**src/core/p4cs_pkg.sv**
```systemverilog
// Package: register map, field layout and types of the port four strobe decoder
package p4cs_pkg;

  // ****************************************
  // Register offsets on the special function bus
  // ****************************************
  localparam logic [7:0] P4CS_OFS_POLARITY = 8'hae;
  localparam logic [7:0] P4CS_OFS_CONFIG_A = 8'hc2;
  localparam logic [7:0] P4CS_OFS_CONFIG_B = 8'hc3;
  localparam logic [7:0] P4CS_OFS_DATA     = 8'hd8;
  localparam logic [7:0] P4CS_OFS_CS0_LOW  = 8'h84;
  localparam logic [7:0] P4CS_OFS_CS0_HIGH = 8'h85;
  localparam logic [7:0] P4CS_OFS_CS1_LOW  = 8'h94;
  localparam logic [7:0] P4CS_OFS_CS1_HIGH = 8'h95;
  localparam logic [7:0] P4CS_OFS_CS2_LOW  = 8'ha4;
  localparam logic [7:0] P4CS_OFS_CS2_HIGH = 8'ha5;
  localparam logic [7:0] P4CS_OFS_CS3_LOW  = 8'ha6;
  localparam logic [7:0] P4CS_OFS_CS3_HIGH = 8'ha7;

  // ****************************************
  // Reset values and field positions
  // ****************************************
  localparam logic [7:0] P4CS_RST_BYTE     = 8'h00;
  localparam logic [7:0] P4CS_RST_DATA     = 8'hff;
  localparam int         P4CS_POL_LSB      = 4;
  localparam logic [7:0] P4CS_POL_WR_MASK  = 8'hfc;
  localparam logic [7:0] P4CS_UNMAPPED     = 8'hff;

  // ****************************************
  // Pin function and compare length encodings
  // ****************************************
  typedef enum logic [1:0] {
    P4CS_FN_GPIO   = 2'h0,
    P4CS_FN_RD     = 2'h1,
    P4CS_FN_WR     = 2'h2,
    P4CS_FN_RDWR   = 2'h3
  } p4cs_func_t;

  typedef enum logic [1:0] {
    P4CS_CMP_FULL  = 2'h0,
    P4CS_CMP_A15_1 = 2'h1,
    P4CS_CMP_A15_2 = 2'h2,
    P4CS_CMP_A15_8 = 2'h3
  } p4cs_cmp_t;

  localparam logic [15:0] P4CS_MASK_FULL  = 16'hffff;
  localparam logic [15:0] P4CS_MASK_A15_1 = 16'hfffe;
  localparam logic [15:0] P4CS_MASK_A15_2 = 16'hfffc;
  localparam logic [15:0] P4CS_MASK_A15_8 = 16'hff00;

  // One configuration nibble: function in the upper pair, length in the lower
  typedef struct packed {
    p4cs_func_t func;
    p4cs_cmp_t  cmp;
  } p4cs_pin_cfg_t;

  // External bus cycle as seen by the decoder
  typedef struct packed {
    logic [15:0] addr;
    logic        rd_n;
    logic        wr_n;
  } p4cs_xbus_t;

endpackage

```
**src/core/p4cs_base_mem.sv**
```systemverilog
// Base address store: four 16-bit bases written a byte at a time, registered read
module p4cs_base_mem
  import p4cs_pkg::*;
#(
  parameter int N_PINS = 4
) (
  input  wire logic                      ref_clk_i,
  input  wire logic                      arst_n_i,
  input  wire logic                      wr_en_i,
  input  wire logic [1:0]                wr_pin_i,
  input  wire logic                      wr_high_i,
  input  wire logic [7:0]                wr_data_i,
  input  wire logic [1:0]                rd_pin_i,
  input  wire logic                      rd_high_i,
  output logic      [7:0]                rd_data_o,
  output logic      [N_PINS-1:0][15:0]   base_o
);

  logic [N_PINS-1:0][15:0] base_ff;

  // ****************************************
  // Storage, one entry per pin
  // ****************************************
  for (genvar p = 0; p < N_PINS; p++) begin : g_entry
    always_ff @(posedge ref_clk_i or negedge arst_n_i) begin
      if (!arst_n_i) begin
        base_ff[p] <= {P4CS_RST_BYTE, P4CS_RST_BYTE};
      end else if (wr_en_i && (wr_pin_i == 2'(p))) begin
        if (wr_high_i) begin
          base_ff[p][15:8] <= wr_data_i;
        end else begin
          base_ff[p][7:0] <= wr_data_i;
        end
      end
    end
  end

  // ****************************************
  // Registered read port
  // ****************************************
  always_ff @(posedge ref_clk_i or negedge arst_n_i) begin
    if (!arst_n_i) begin
      rd_data_o <= P4CS_RST_BYTE;
    end else begin
      rd_data_o <= rd_high_i ? base_ff[rd_pin_i][15:8] : base_ff[rd_pin_i][7:0];
    end
  end

  assign base_o = base_ff;

endmodule

```
**src/core/p4cs_port.sv**
```systemverilog
// Port four: general I/O and address decoded chip select strobes
// ****************************************
// Functional notes
// ****************************************
//
// Functional notes
// Length 00 compares all sixteen address bits with the base.
// Length 01 compares address bits 15 to 1, ignores bit 0.
// Length 10 compares address bits 15 to 2, ignores bits 1 and 0.
// Length 11 compares only the upper address byte.
// Config B bits 3:2 select pin 2 function.
// Config B bits 1:0 set pin 2 compare length.
// Config A bits 7:6 select pin 1 function.
// Config A bits 5:4 set pin 1 compare length.
// Config A bits 3:2 select pin 0 function.
// Config A bits 1:0 set pin 0 compare length.
// Polarity bit 7 makes pin 3 strobe active high when set.
// Polarity bits 6,5,4 set strobe level for pins 2,1,0.
// Each pin has its own 16-bit base, high and low byte.
// Data bits 3:0 drive pins 3:0 only in general I/O mode.
// Matching external write yields write strobe at chosen polarity.
// Function 00 I/O, 01 read, 10 write, 11 read or write strobe.
// Strobe coincides with bus read, write or either on a match.
// Strobe pins ignore data bits and idle at inactive level.
module p4cs_port
  import p4cs_pkg::*;
#(
  parameter int N_PINS = 4
) (
  input  wire logic                ref_clk_i,
  input  wire logic                arst_n_i,
  input  wire logic                sfr_wr_i,
  input  wire logic                sfr_rd_i,
  input  wire logic [7:0]          sfr_addr_i,
  input  wire logic [7:0]          sfr_wdata_i,
  output logic      [7:0]          sfr_rdata_o,
  input  wire logic [15:0]         xbus_addr_i,
  input  wire logic                xbus_rd_n_i,
  input  wire logic                xbus_wr_n_i,
  input  wire logic [7:0]          pin_i,
  output logic      [7:0]          pin_o,
  output logic      [7:0]          pin_oe_o
);

  // ****************************************
  // Registers
  // ****************************************
  logic [7:0]                 cfg_a_ff;
  logic [7:0]                 cfg_b_ff;
  logic [7:0]                 polarity_ff;
  logic [7:0]                 data_ff;
  logic [7:0]                 pin_sync1_ff;
  logic [7:0]                 pin_sync2_ff;
  logic [7:0]                 rdata_ff;
  logic                       base_rd_ff;
  logic [7:0]                 base_rdata;
  logic [N_PINS-1:0][15:0]    base;
  logic [N_PINS-1:0]          strobe_on;
  logic [N_PINS-1:0]          strobe_mode;
  logic [N_PINS-1:0]          pin_lvl;
  p4cs_pin_cfg_t [N_PINS-1:0] pin_cfg;
  p4cs_xbus_t                 xbus;
  logic                       base_sel;
  logic [1:0]                 base_pin;
  logic                       base_high;
  logic [7:0]                 nxt_rdata;

  assign xbus = '{addr: xbus_addr_i, rd_n: xbus_rd_n_i, wr_n: xbus_wr_n_i};

  // Base register address decode
  always_comb begin
    base_sel  = 1'b1;
    base_pin  = 2'h0;
    base_high = 1'b0;
    case (sfr_addr_i)
      P4CS_OFS_CS0_LOW: begin
        base_pin = 2'h0;
      end
      P4CS_OFS_CS0_HIGH: begin
        base_pin  = 2'h0;
        base_high = 1'b1;
      end
      P4CS_OFS_CS1_LOW: begin
        base_pin = 2'h1;
      end
      P4CS_OFS_CS1_HIGH: begin
        base_pin  = 2'h1;
        base_high = 1'b1;
      end
      P4CS_OFS_CS2_LOW: begin
        base_pin = 2'h2;
      end
      P4CS_OFS_CS2_HIGH: begin
        base_pin  = 2'h2;
        base_high = 1'b1;
      end
      P4CS_OFS_CS3_LOW: begin
        base_pin = 2'h3;
      end
      P4CS_OFS_CS3_HIGH: begin
        base_pin  = 2'h3;
        base_high = 1'b1;
      end
      default: begin
        base_sel = 1'b0;
      end
    endcase
  end

  p4cs_base_mem #(
    .N_PINS (N_PINS)
  ) u_base (
    .ref_clk_i (ref_clk_i),
    .arst_n_i  (arst_n_i),
    .wr_en_i   (sfr_wr_i && base_sel),
    .wr_pin_i  (base_pin),
    .wr_high_i (base_high),
    .wr_data_i (sfr_wdata_i),
    .rd_pin_i  (base_pin),
    .rd_high_i (base_high),
    .rd_data_o (base_rdata),
    .base_o    (base)
  );

  // ****************************************
  // Configuration writes
  // ****************************************
  always_ff @(posedge ref_clk_i or negedge arst_n_i) begin
    if (!arst_n_i) begin
      cfg_a_ff <= P4CS_RST_BYTE;
    end else if (sfr_wr_i && sfr_addr_i == P4CS_OFS_CONFIG_A) begin
      cfg_a_ff <= sfr_wdata_i; // see see see
    end
  end

  always_ff @(posedge ref_clk_i or negedge arst_n_i) begin
    if (!arst_n_i) begin
      cfg_b_ff <= P4CS_RST_BYTE;
    end else if (sfr_wr_i && sfr_addr_i == P4CS_OFS_CONFIG_B) begin
      cfg_b_ff <= sfr_wdata_i; // see
    end
  end

  always_ff @(posedge ref_clk_i or negedge arst_n_i) begin
    if (!arst_n_i) begin
      polarity_ff <= P4CS_RST_BYTE;
    end else if (sfr_wr_i && sfr_addr_i == P4CS_OFS_POLARITY) begin
      polarity_ff <= sfr_wdata_i & P4CS_POL_WR_MASK; // see
    end
  end

  always_ff @(posedge ref_clk_i or negedge arst_n_i) begin
    if (!arst_n_i) begin
      data_ff <= P4CS_RST_DATA;
    end else if (sfr_wr_i && sfr_addr_i == P4CS_OFS_DATA) begin
      data_ff <= sfr_wdata_i;
    end
  end

  // Pin input synchroniser
  always_ff @(posedge ref_clk_i or negedge arst_n_i) begin
    if (!arst_n_i) begin
      pin_sync1_ff <= P4CS_RST_BYTE;
      pin_sync2_ff <= P4CS_RST_BYTE;
    end else begin
      pin_sync1_ff <= pin_i;
      pin_sync2_ff <= pin_sync1_ff;
    end
  end

  // ****************************************
  // Register read back
  // ****************************************
  always_comb begin
    case (sfr_addr_i)
      P4CS_OFS_POLARITY: nxt_rdata = polarity_ff;
      P4CS_OFS_CONFIG_A: nxt_rdata = cfg_a_ff;
      P4CS_OFS_CONFIG_B: nxt_rdata = cfg_b_ff;
      P4CS_OFS_DATA:     nxt_rdata = pin_sync2_ff;
      default:           nxt_rdata = P4CS_UNMAPPED;
    endcase
  end

  always_ff @(posedge ref_clk_i or negedge arst_n_i) begin
    if (!arst_n_i) begin
      rdata_ff   <= P4CS_RST_BYTE;
      base_rd_ff <= 1'b0;
    end else if (sfr_rd_i) begin
      rdata_ff   <= nxt_rdata;
      base_rd_ff <= base_sel;
    end
  end

  assign sfr_rdata_o = base_rd_ff ? base_rdata : rdata_ff;

  // ****************************************
  // Decoders, one per strobe capable pin
  // ****************************************
  assign pin_cfg = {cfg_b_ff, cfg_a_ff};

  for (genvar p = 0; p < N_PINS; p++) begin : g_pin
    logic [15:0] mask;
    logic        hit;
    logic        qual;

    always_comb begin
      case (pin_cfg[p].cmp)
        P4CS_CMP_FULL:  mask = P4CS_MASK_FULL;
        P4CS_CMP_A15_1: mask = P4CS_MASK_A15_1;
        P4CS_CMP_A15_2: mask = P4CS_MASK_A15_2;
        P4CS_CMP_A15_8: mask = P4CS_MASK_A15_8;
        default:        mask = P4CS_MASK_FULL;
      endcase
    end

    assign hit = ((xbus.addr ^ base[p]) & mask) == 16'h0000;

    always_comb begin
      case (pin_cfg[p].func)
        P4CS_FN_RD:   qual = !xbus.rd_n;                 // see
        P4CS_FN_WR:   qual = !xbus.wr_n;                 // see
        P4CS_FN_RDWR: qual = !xbus.rd_n || !xbus.wr_n;
        default:      qual = 1'b0;
      endcase
    end

    assign strobe_mode[p] = pin_cfg[p].func != P4CS_FN_GPIO;
    assign strobe_on[p]   = hit && qual;
    // Strobe level per polarity bit, data bit only in I/O mode
    assign pin_lvl[p] = strobe_mode[p]
                      ? (strobe_on[p] ~^ polarity_ff[P4CS_POL_LSB + p]) // see see
                      : data_ff[p];
  end

  // ****************************************
  // Pin drivers: quasi bidirectional in I/O mode
  // ****************************************
  assign pin_o    = {data_ff[7:N_PINS], pin_lvl};
  assign pin_oe_o = {~data_ff[7:N_PINS], strobe_mode | ~data_ff[N_PINS-1:0]};

  // ****************************************
  // Checks
  // ****************************************
  chk_wr_strobe_level: assert property (@(posedge ref_clk_i) disable iff (!arst_n_i)
    (pin_cfg[0].func == P4CS_FN_WR && !xbus.wr_n && ((xbus.addr ^ base[0]) & P4CS_MASK_A15_8) == 0
     && pin_cfg[0].cmp == P4CS_CMP_A15_8) |-> pin_o[0] == polarity_ff[4])
    else $error("pin 0 write strobe wrong");
  chk_full_compare: assert property (@(posedge ref_clk_i) disable iff (!arst_n_i)
    (pin_cfg[1].cmp == P4CS_CMP_FULL && xbus.addr != base[1] && strobe_mode[1])
    |-> pin_o[1] == !polarity_ff[5])
    else $error("pin 1 strobe on mismatch");
  chk_bit0_ignored: assert property (@(posedge ref_clk_i) disable iff (!arst_n_i)
    (pin_cfg[2].cmp == P4CS_CMP_A15_1 && xbus.addr == (base[2] ^ 16'h0001)
     && pin_cfg[2].func == P4CS_FN_RDWR && !xbus.rd_n) |-> pin_o[2] == polarity_ff[6])
    else $error("pin 2 bit zero not ignored");
  chk_low_two_ignored: assert property (@(posedge ref_clk_i) disable iff (!arst_n_i)
    (pin_cfg[3].cmp == P4CS_CMP_A15_2 && xbus.addr == (base[3] ^ 16'h0003)
     && pin_cfg[3].func == P4CS_FN_RD && !xbus.rd_n) |-> pin_o[3] == polarity_ff[7])
    else $error("pin 3 low bits not ignored");
  chk_rd_not_wr: assert property (@(posedge ref_clk_i) disable iff (!arst_n_i)
    (pin_cfg[0].func == P4CS_FN_RD && xbus.rd_n) |-> pin_o[0] == !polarity_ff[4])
    else $error("read strobe without read");
  chk_gpio_data: assert property (@(posedge ref_clk_i) disable iff (!arst_n_i)
    (pin_cfg[1].func == P4CS_FN_GPIO) |-> pin_o[1] == data_ff[1])
    else $error("I/O pin ignores data");
  chk_strobe_drive: assert property (@(posedge ref_clk_i) disable iff (!arst_n_i)
    strobe_mode[3] |-> pin_oe_o[3])
    else $error("strobe pin not driven");
  chk_cfg_write: assert property (@(posedge ref_clk_i) disable iff (!arst_n_i)
    (sfr_wr_i && sfr_addr_i == P4CS_OFS_CONFIG_B) |=> pin_cfg[2] == $past(sfr_wdata_i[3:0]))
    else $error("config B not applied");
  cov_wr_strobe: cover property (@(posedge ref_clk_i) disable iff (!arst_n_i)
    strobe_on[0] && pin_cfg[0].func == P4CS_FN_WR);
  cov_rd_strobe: cover property (@(posedge ref_clk_i) disable iff (!arst_n_i)
    strobe_on[3] && pin_cfg[3].func == P4CS_FN_RD);
  cov_high_pol: cover property (@(posedge ref_clk_i) disable iff (!arst_n_i)
    strobe_on[1] && polarity_ff[5]);

endmodule

```
**config.mk**
```make
export PLATFORM = sky130hd
export DESIGN_NAME = p4cs_port
export DESIGN_NICKNAME = d
export VERILOG_FILES = /design/src/core/p4cs_pkg.sv /design/src/core/p4cs_base_mem.sv /design/src/core/p4cs_port.sv
export SDC_FILE = /design/constraint.sdc
export NUM_CORES = 1
export LEC_CHECK = 0
export BUFFER_PORTS_ARGS = -buffer_cell sky130_fd_sc_hd__buf_2
export CAP_MARGIN = 20
export CORE_MARGIN = 4
export CORE_UTILIZATION = 50
export DETAILED_ROUTE_END_ITERATION = 16
export GPL_ROUTABILITY_DRIVEN = 0
export PLACE_DENSITY = 0.7
export SYNTH_ARGS = -nofsm -noshare
export SYNTH_HDL_FRONTEND = slang
export SYNTH_HIERARCHICAL = 1
export SYNTH_SLANG_ARGS = --single-unit
```
**constraint.sdc**
```tcl
create_clock -name ref_clk_i -period 1.8 [get_ports ref_clk_i]
set_input_delay 0.18 -clock ref_clk_i [delete_from_list [all_inputs] [get_ports ref_clk_i]]
set_output_delay 0.18 -clock ref_clk_i [all_outputs]
set_load 0.02 [all_outputs]
```
==> run summary <==
Wire per inst -> 22.1 µm
Xor/xnor share of the synthesized area -> 8.88%
Synth Area in Compound Gates -> 5.98%
Syn. warnings -> 6
Clk pwr share -> 46.3%
Clock Sinks -> 127
Clock edge transition at the registers on the reported setup and hold paths -> 0.06 ns
Worst Path Required -> 1.62 ns
Final WL -> 19.0 mm
Seq/Total Area, Yosys -> 47.9%
FP Rows -> 41
Combinational share of power -> 12.3%
Highest Signal Layer -> met4
PortBufs -> 69
WHS -> 0.182 ns
Yosys cell types -> 56
Area Overhead vs Synth -> 36.6%
Die area -> 15,200 µm²
Max Cap Viol -> 0
Largest family of logic cells by synthesized area -> multiplexers
GRT Overall Usage -> 25.9%
Power Density -> 820 nW/µm²
Post-synthesis mux area share -> 25.1%
Hold Fails Final Rpt -> 0
Vias -> 4,903
Die span in x -> 123 µm
Crit start category -> flop
Fin crit share -> 139%
Fin crit period -> 2.50 ns
RSZ-0062 raised after global routing -> true
Die Y-Extent -> 123 µm
CTS Buf Count -> 17
N_diodes -> 0
Pre-CTS WS -> -0.515 ns
P_int -> 5660 µW
Status -> finished with violations
Number of DRC markers in iteration 0 -> 311
Finished Layout Cells -> 861
Met1 wire length -> 8.23 mm
Crit-path max FO -> 2
Slew Limit Fails -> 0
Pre-antenna DRT Iters -> 4
GRT overflow -> 0
Vias in the first global route -> 5,157
Crit path kind -> reg -> out
DRC Markers -> 0
Slew headroom -> 72.9%
Clock skew -> 0.00666 ns
F_max -> 400 MHz
Placed cells -> 814
Top post-synthesis cells by area -> dfrtp_1 (45%), mux2_2 (19%), mux4_1 (5.9%), xnor2_1 (5.8%), dfstp_2 (3.2%)
CP arrival -> 2.32 ns
Area post-placement -> 8040 µm²
Post-synth EDFFs -> 0
Violated checks -> setup timing
Final worst slack -> -0.701 ns
Crit path capture type -> output port
Final instance area -> 9090 µm²
CTS tree -> built
Synth Cell Area -> 6650 µm²
Most used DFF post-synth -> dfrtp_1
Via density -> 5.69
Adder-Cell Fraction of Synth Area -> 0%
Htree depth -> 4
Leak Pwr -> 0.00417 µW
Largest net degree at the start of global routing -> 70
Register bit total from synthesis -> 127
Synth top area share -> 44.8%
VDD IR max -> 0.743 mV
Io pins -> 70
First-pass GRT wire length -> 28.8 mm
Fraction of registers with async set/reset -> 100%
Post-synthesis simple-gate area fraction -> 8.28%
Switching share of power -> 24.1%
Layout cells sized above 1 -> 57.5%
Setup violations, final -> 4
Switch Pwr -> 1800 µW
Mapped Cells -> 491
Syn avg cell area -> 13.5 µm²
Nets -> 722
Clk root buf -> clkbuf_16
Core ar. -> 12,800 µm²
Detail Route Antenna Nets -> 0
Post-Syn Nets -> 537
Worst-Skew Late Latency -> 0.42 ns
Met3 WL -> 1.14 mm
Detailed placer's ending HPWL -> 13.5 mm
Initial antenna violation count -> 0
Initial Util -> 51.9%
Worst hold path type -> in -> reg
Flop pwr share -> 41.3%
WL met2 -> 9.14 mm
Clk buf depth -> 2
Least-Margin Pin Slew -> 0.403 ns
Post-synth top area cell -> dfrtp_1
## stage by stage
step | TNS [ns] | util (%) | total power, µW
CTS | -2.37 | 69.5 | 7460
detailed placement | -29.59 | 62.7 | 3940
floorplan | -13.93 | - | 3540
global route | -2.78 | 70.9 | 7710
finish | -2.45 | 70.9 | 7460
global placement | -28.76 | 62.7 | 3920
## power by group through the flow
| stage | Combinational, µW | Clock (µW) | Sequential (µW) |
|---|---|---|---|
| 3_5_place_dp | 810 | 0 | 3130 |
| 5_1_grt | 986 | 3630 | 3100 |
| 3_3_place_gp | 797 | 0 | 3120 |
| 6_report | 921 | 3450 | 3080 |
| 4_1_cts | 892 | 3490 | 3080 |
| 2_1_floorplan | 435 | 0 | 3110 |
## per-layer routing
metal | vias up | global-route usage, %
li1 | 2171 | -
met1 | 2511 | 34.6
met2 | 183 | 41.5
met3 | 38 | 6.59
met4 | 0 | 8.93
met5 | - | 0
## cells in the mapped netlist, drive strengths merged, types with 4 or more instances
| master | number |
|---|---|
| dfrtp | 119 |
| mux4 | 16 |
| xnor2 | 48 |
| inv | 10 |
| nor2 | 19 |
| clkbuf | 9 |
| nor4 | 7 |
| nor3 | 4 |
| nand4b | 4 |
| a221o | 4 |
| a22oi | 8 |
| and2 | 5 |
| nand3 | 11 |
| dfstp | 8 |
| o22a | 6 |
| nor2b | 9 |
| mux2 | 111 |
| xor2 | 16 |
| buf | 24 |
## sequential cells by signal (all words and copies together), names as in the netlist
register and count:
u_base/base_o 64, pin_sync2_ff 8, u_base/rd_data_o 8, rdata_ff 8
pin_sync1_ff 8, polarity_ff 6, cfg_a_ff 8, data_ff 8
cfg_b_ff 8, base_rd_ff 1
## path summary, 6_finish.rpt
| check | from | to | slack (ns) | cells past startpoint |
|---|---|---|---|---|
| worst max-delay path | u_base/base_o[30] | pin_o[1] | -0.70 | 6 |
| worst min-delay path | sfr_rd_i | rdata_ff[4] | 0.18 | 2 |
| worst max register to register | u_base/base_o[38] | u_base/rd_data_o[6] | 0.20 | 4 |
| worst min register to register | pin_sync1_ff[6] | pin_sync2_ff[6] | 0.35 | 0 |
| max in group asynchronous | arst_n_i | data_ff[6] | 1.10 | 3 |
| min in group asynchronous | arst_n_i | u_base/base_o[53] | 0.32 | 3 |
## layout make-up
type | count | area (µm²)
clock buffer | 21 | 450
inverter | 10 | 37.5
fill | 890 | 3740
timing repair buffer | 199 | 1450
tap | 172 | 215
multi-input combinational | 321 | 3600
sequential | 127 | 3190
clock inverter | 11 | 141
## kinds of logic (layout without fill, tap and decap cells)
group / Yosys count / after routing
simple gates: 83 / 83
buf+inv: 43 / 241
compound gates: 47 / 47
mux: 127 / 127
flops: 127 / 127
xor+xnor: 64 / 64
## worst max-delay path, stage by stage, from the launching register on
cell and delay, ns:
dfrtp_1 0.40, xnor2_2 0.16, o211ai_1 0.19, or4_4 0.55, o21a_1 0.21, o31ai_4 0.22, buf_6 0.16
## timing repair
item / in CTS / in global routing
pin swaps: 16 / 18
hold endpoints to repair: 127 / 0
setup buffers: 3 / 3
gates resized for setup: 36 / 22
setup endpoints to repair: 29 / 45
hold buffers: 9 / 0
cloned: 0 / 1
## layout by cell type (no fill, tap or decap), types with 3 or more instances in the layout
cell type        n
dfstp_2          8
o21a_1           3
nand3_2          4
buf_6            8
nor2b_1          9
o22a_1           6
xor2_2           4
dfrtp_1        118
nand4b_1         4
o211ai_1         3
nor2_1          16
bufinv_16        3
xnor2_1         37
clkinv_2         4
clkbuf_1         3
clkbuf_16       18
inv_1           10
a22oi_1          8
nand3_1          7
buf_12           3
nor4_4           3
mux4_1          15
mux2_2          87
buf_2           64
a31o_2           3
nor3_1           3
and2_1           3
buf_4          113
xnor2_2         11
clkinvlp_4       3
a221o_1          4
mux2_4          24
xor2_1          12
or2_2            3
a21o_1           3
nor4bb_4         3
dlygate4sd3_1    9
No activity file was read; power rests on OpenSTA's default activity.
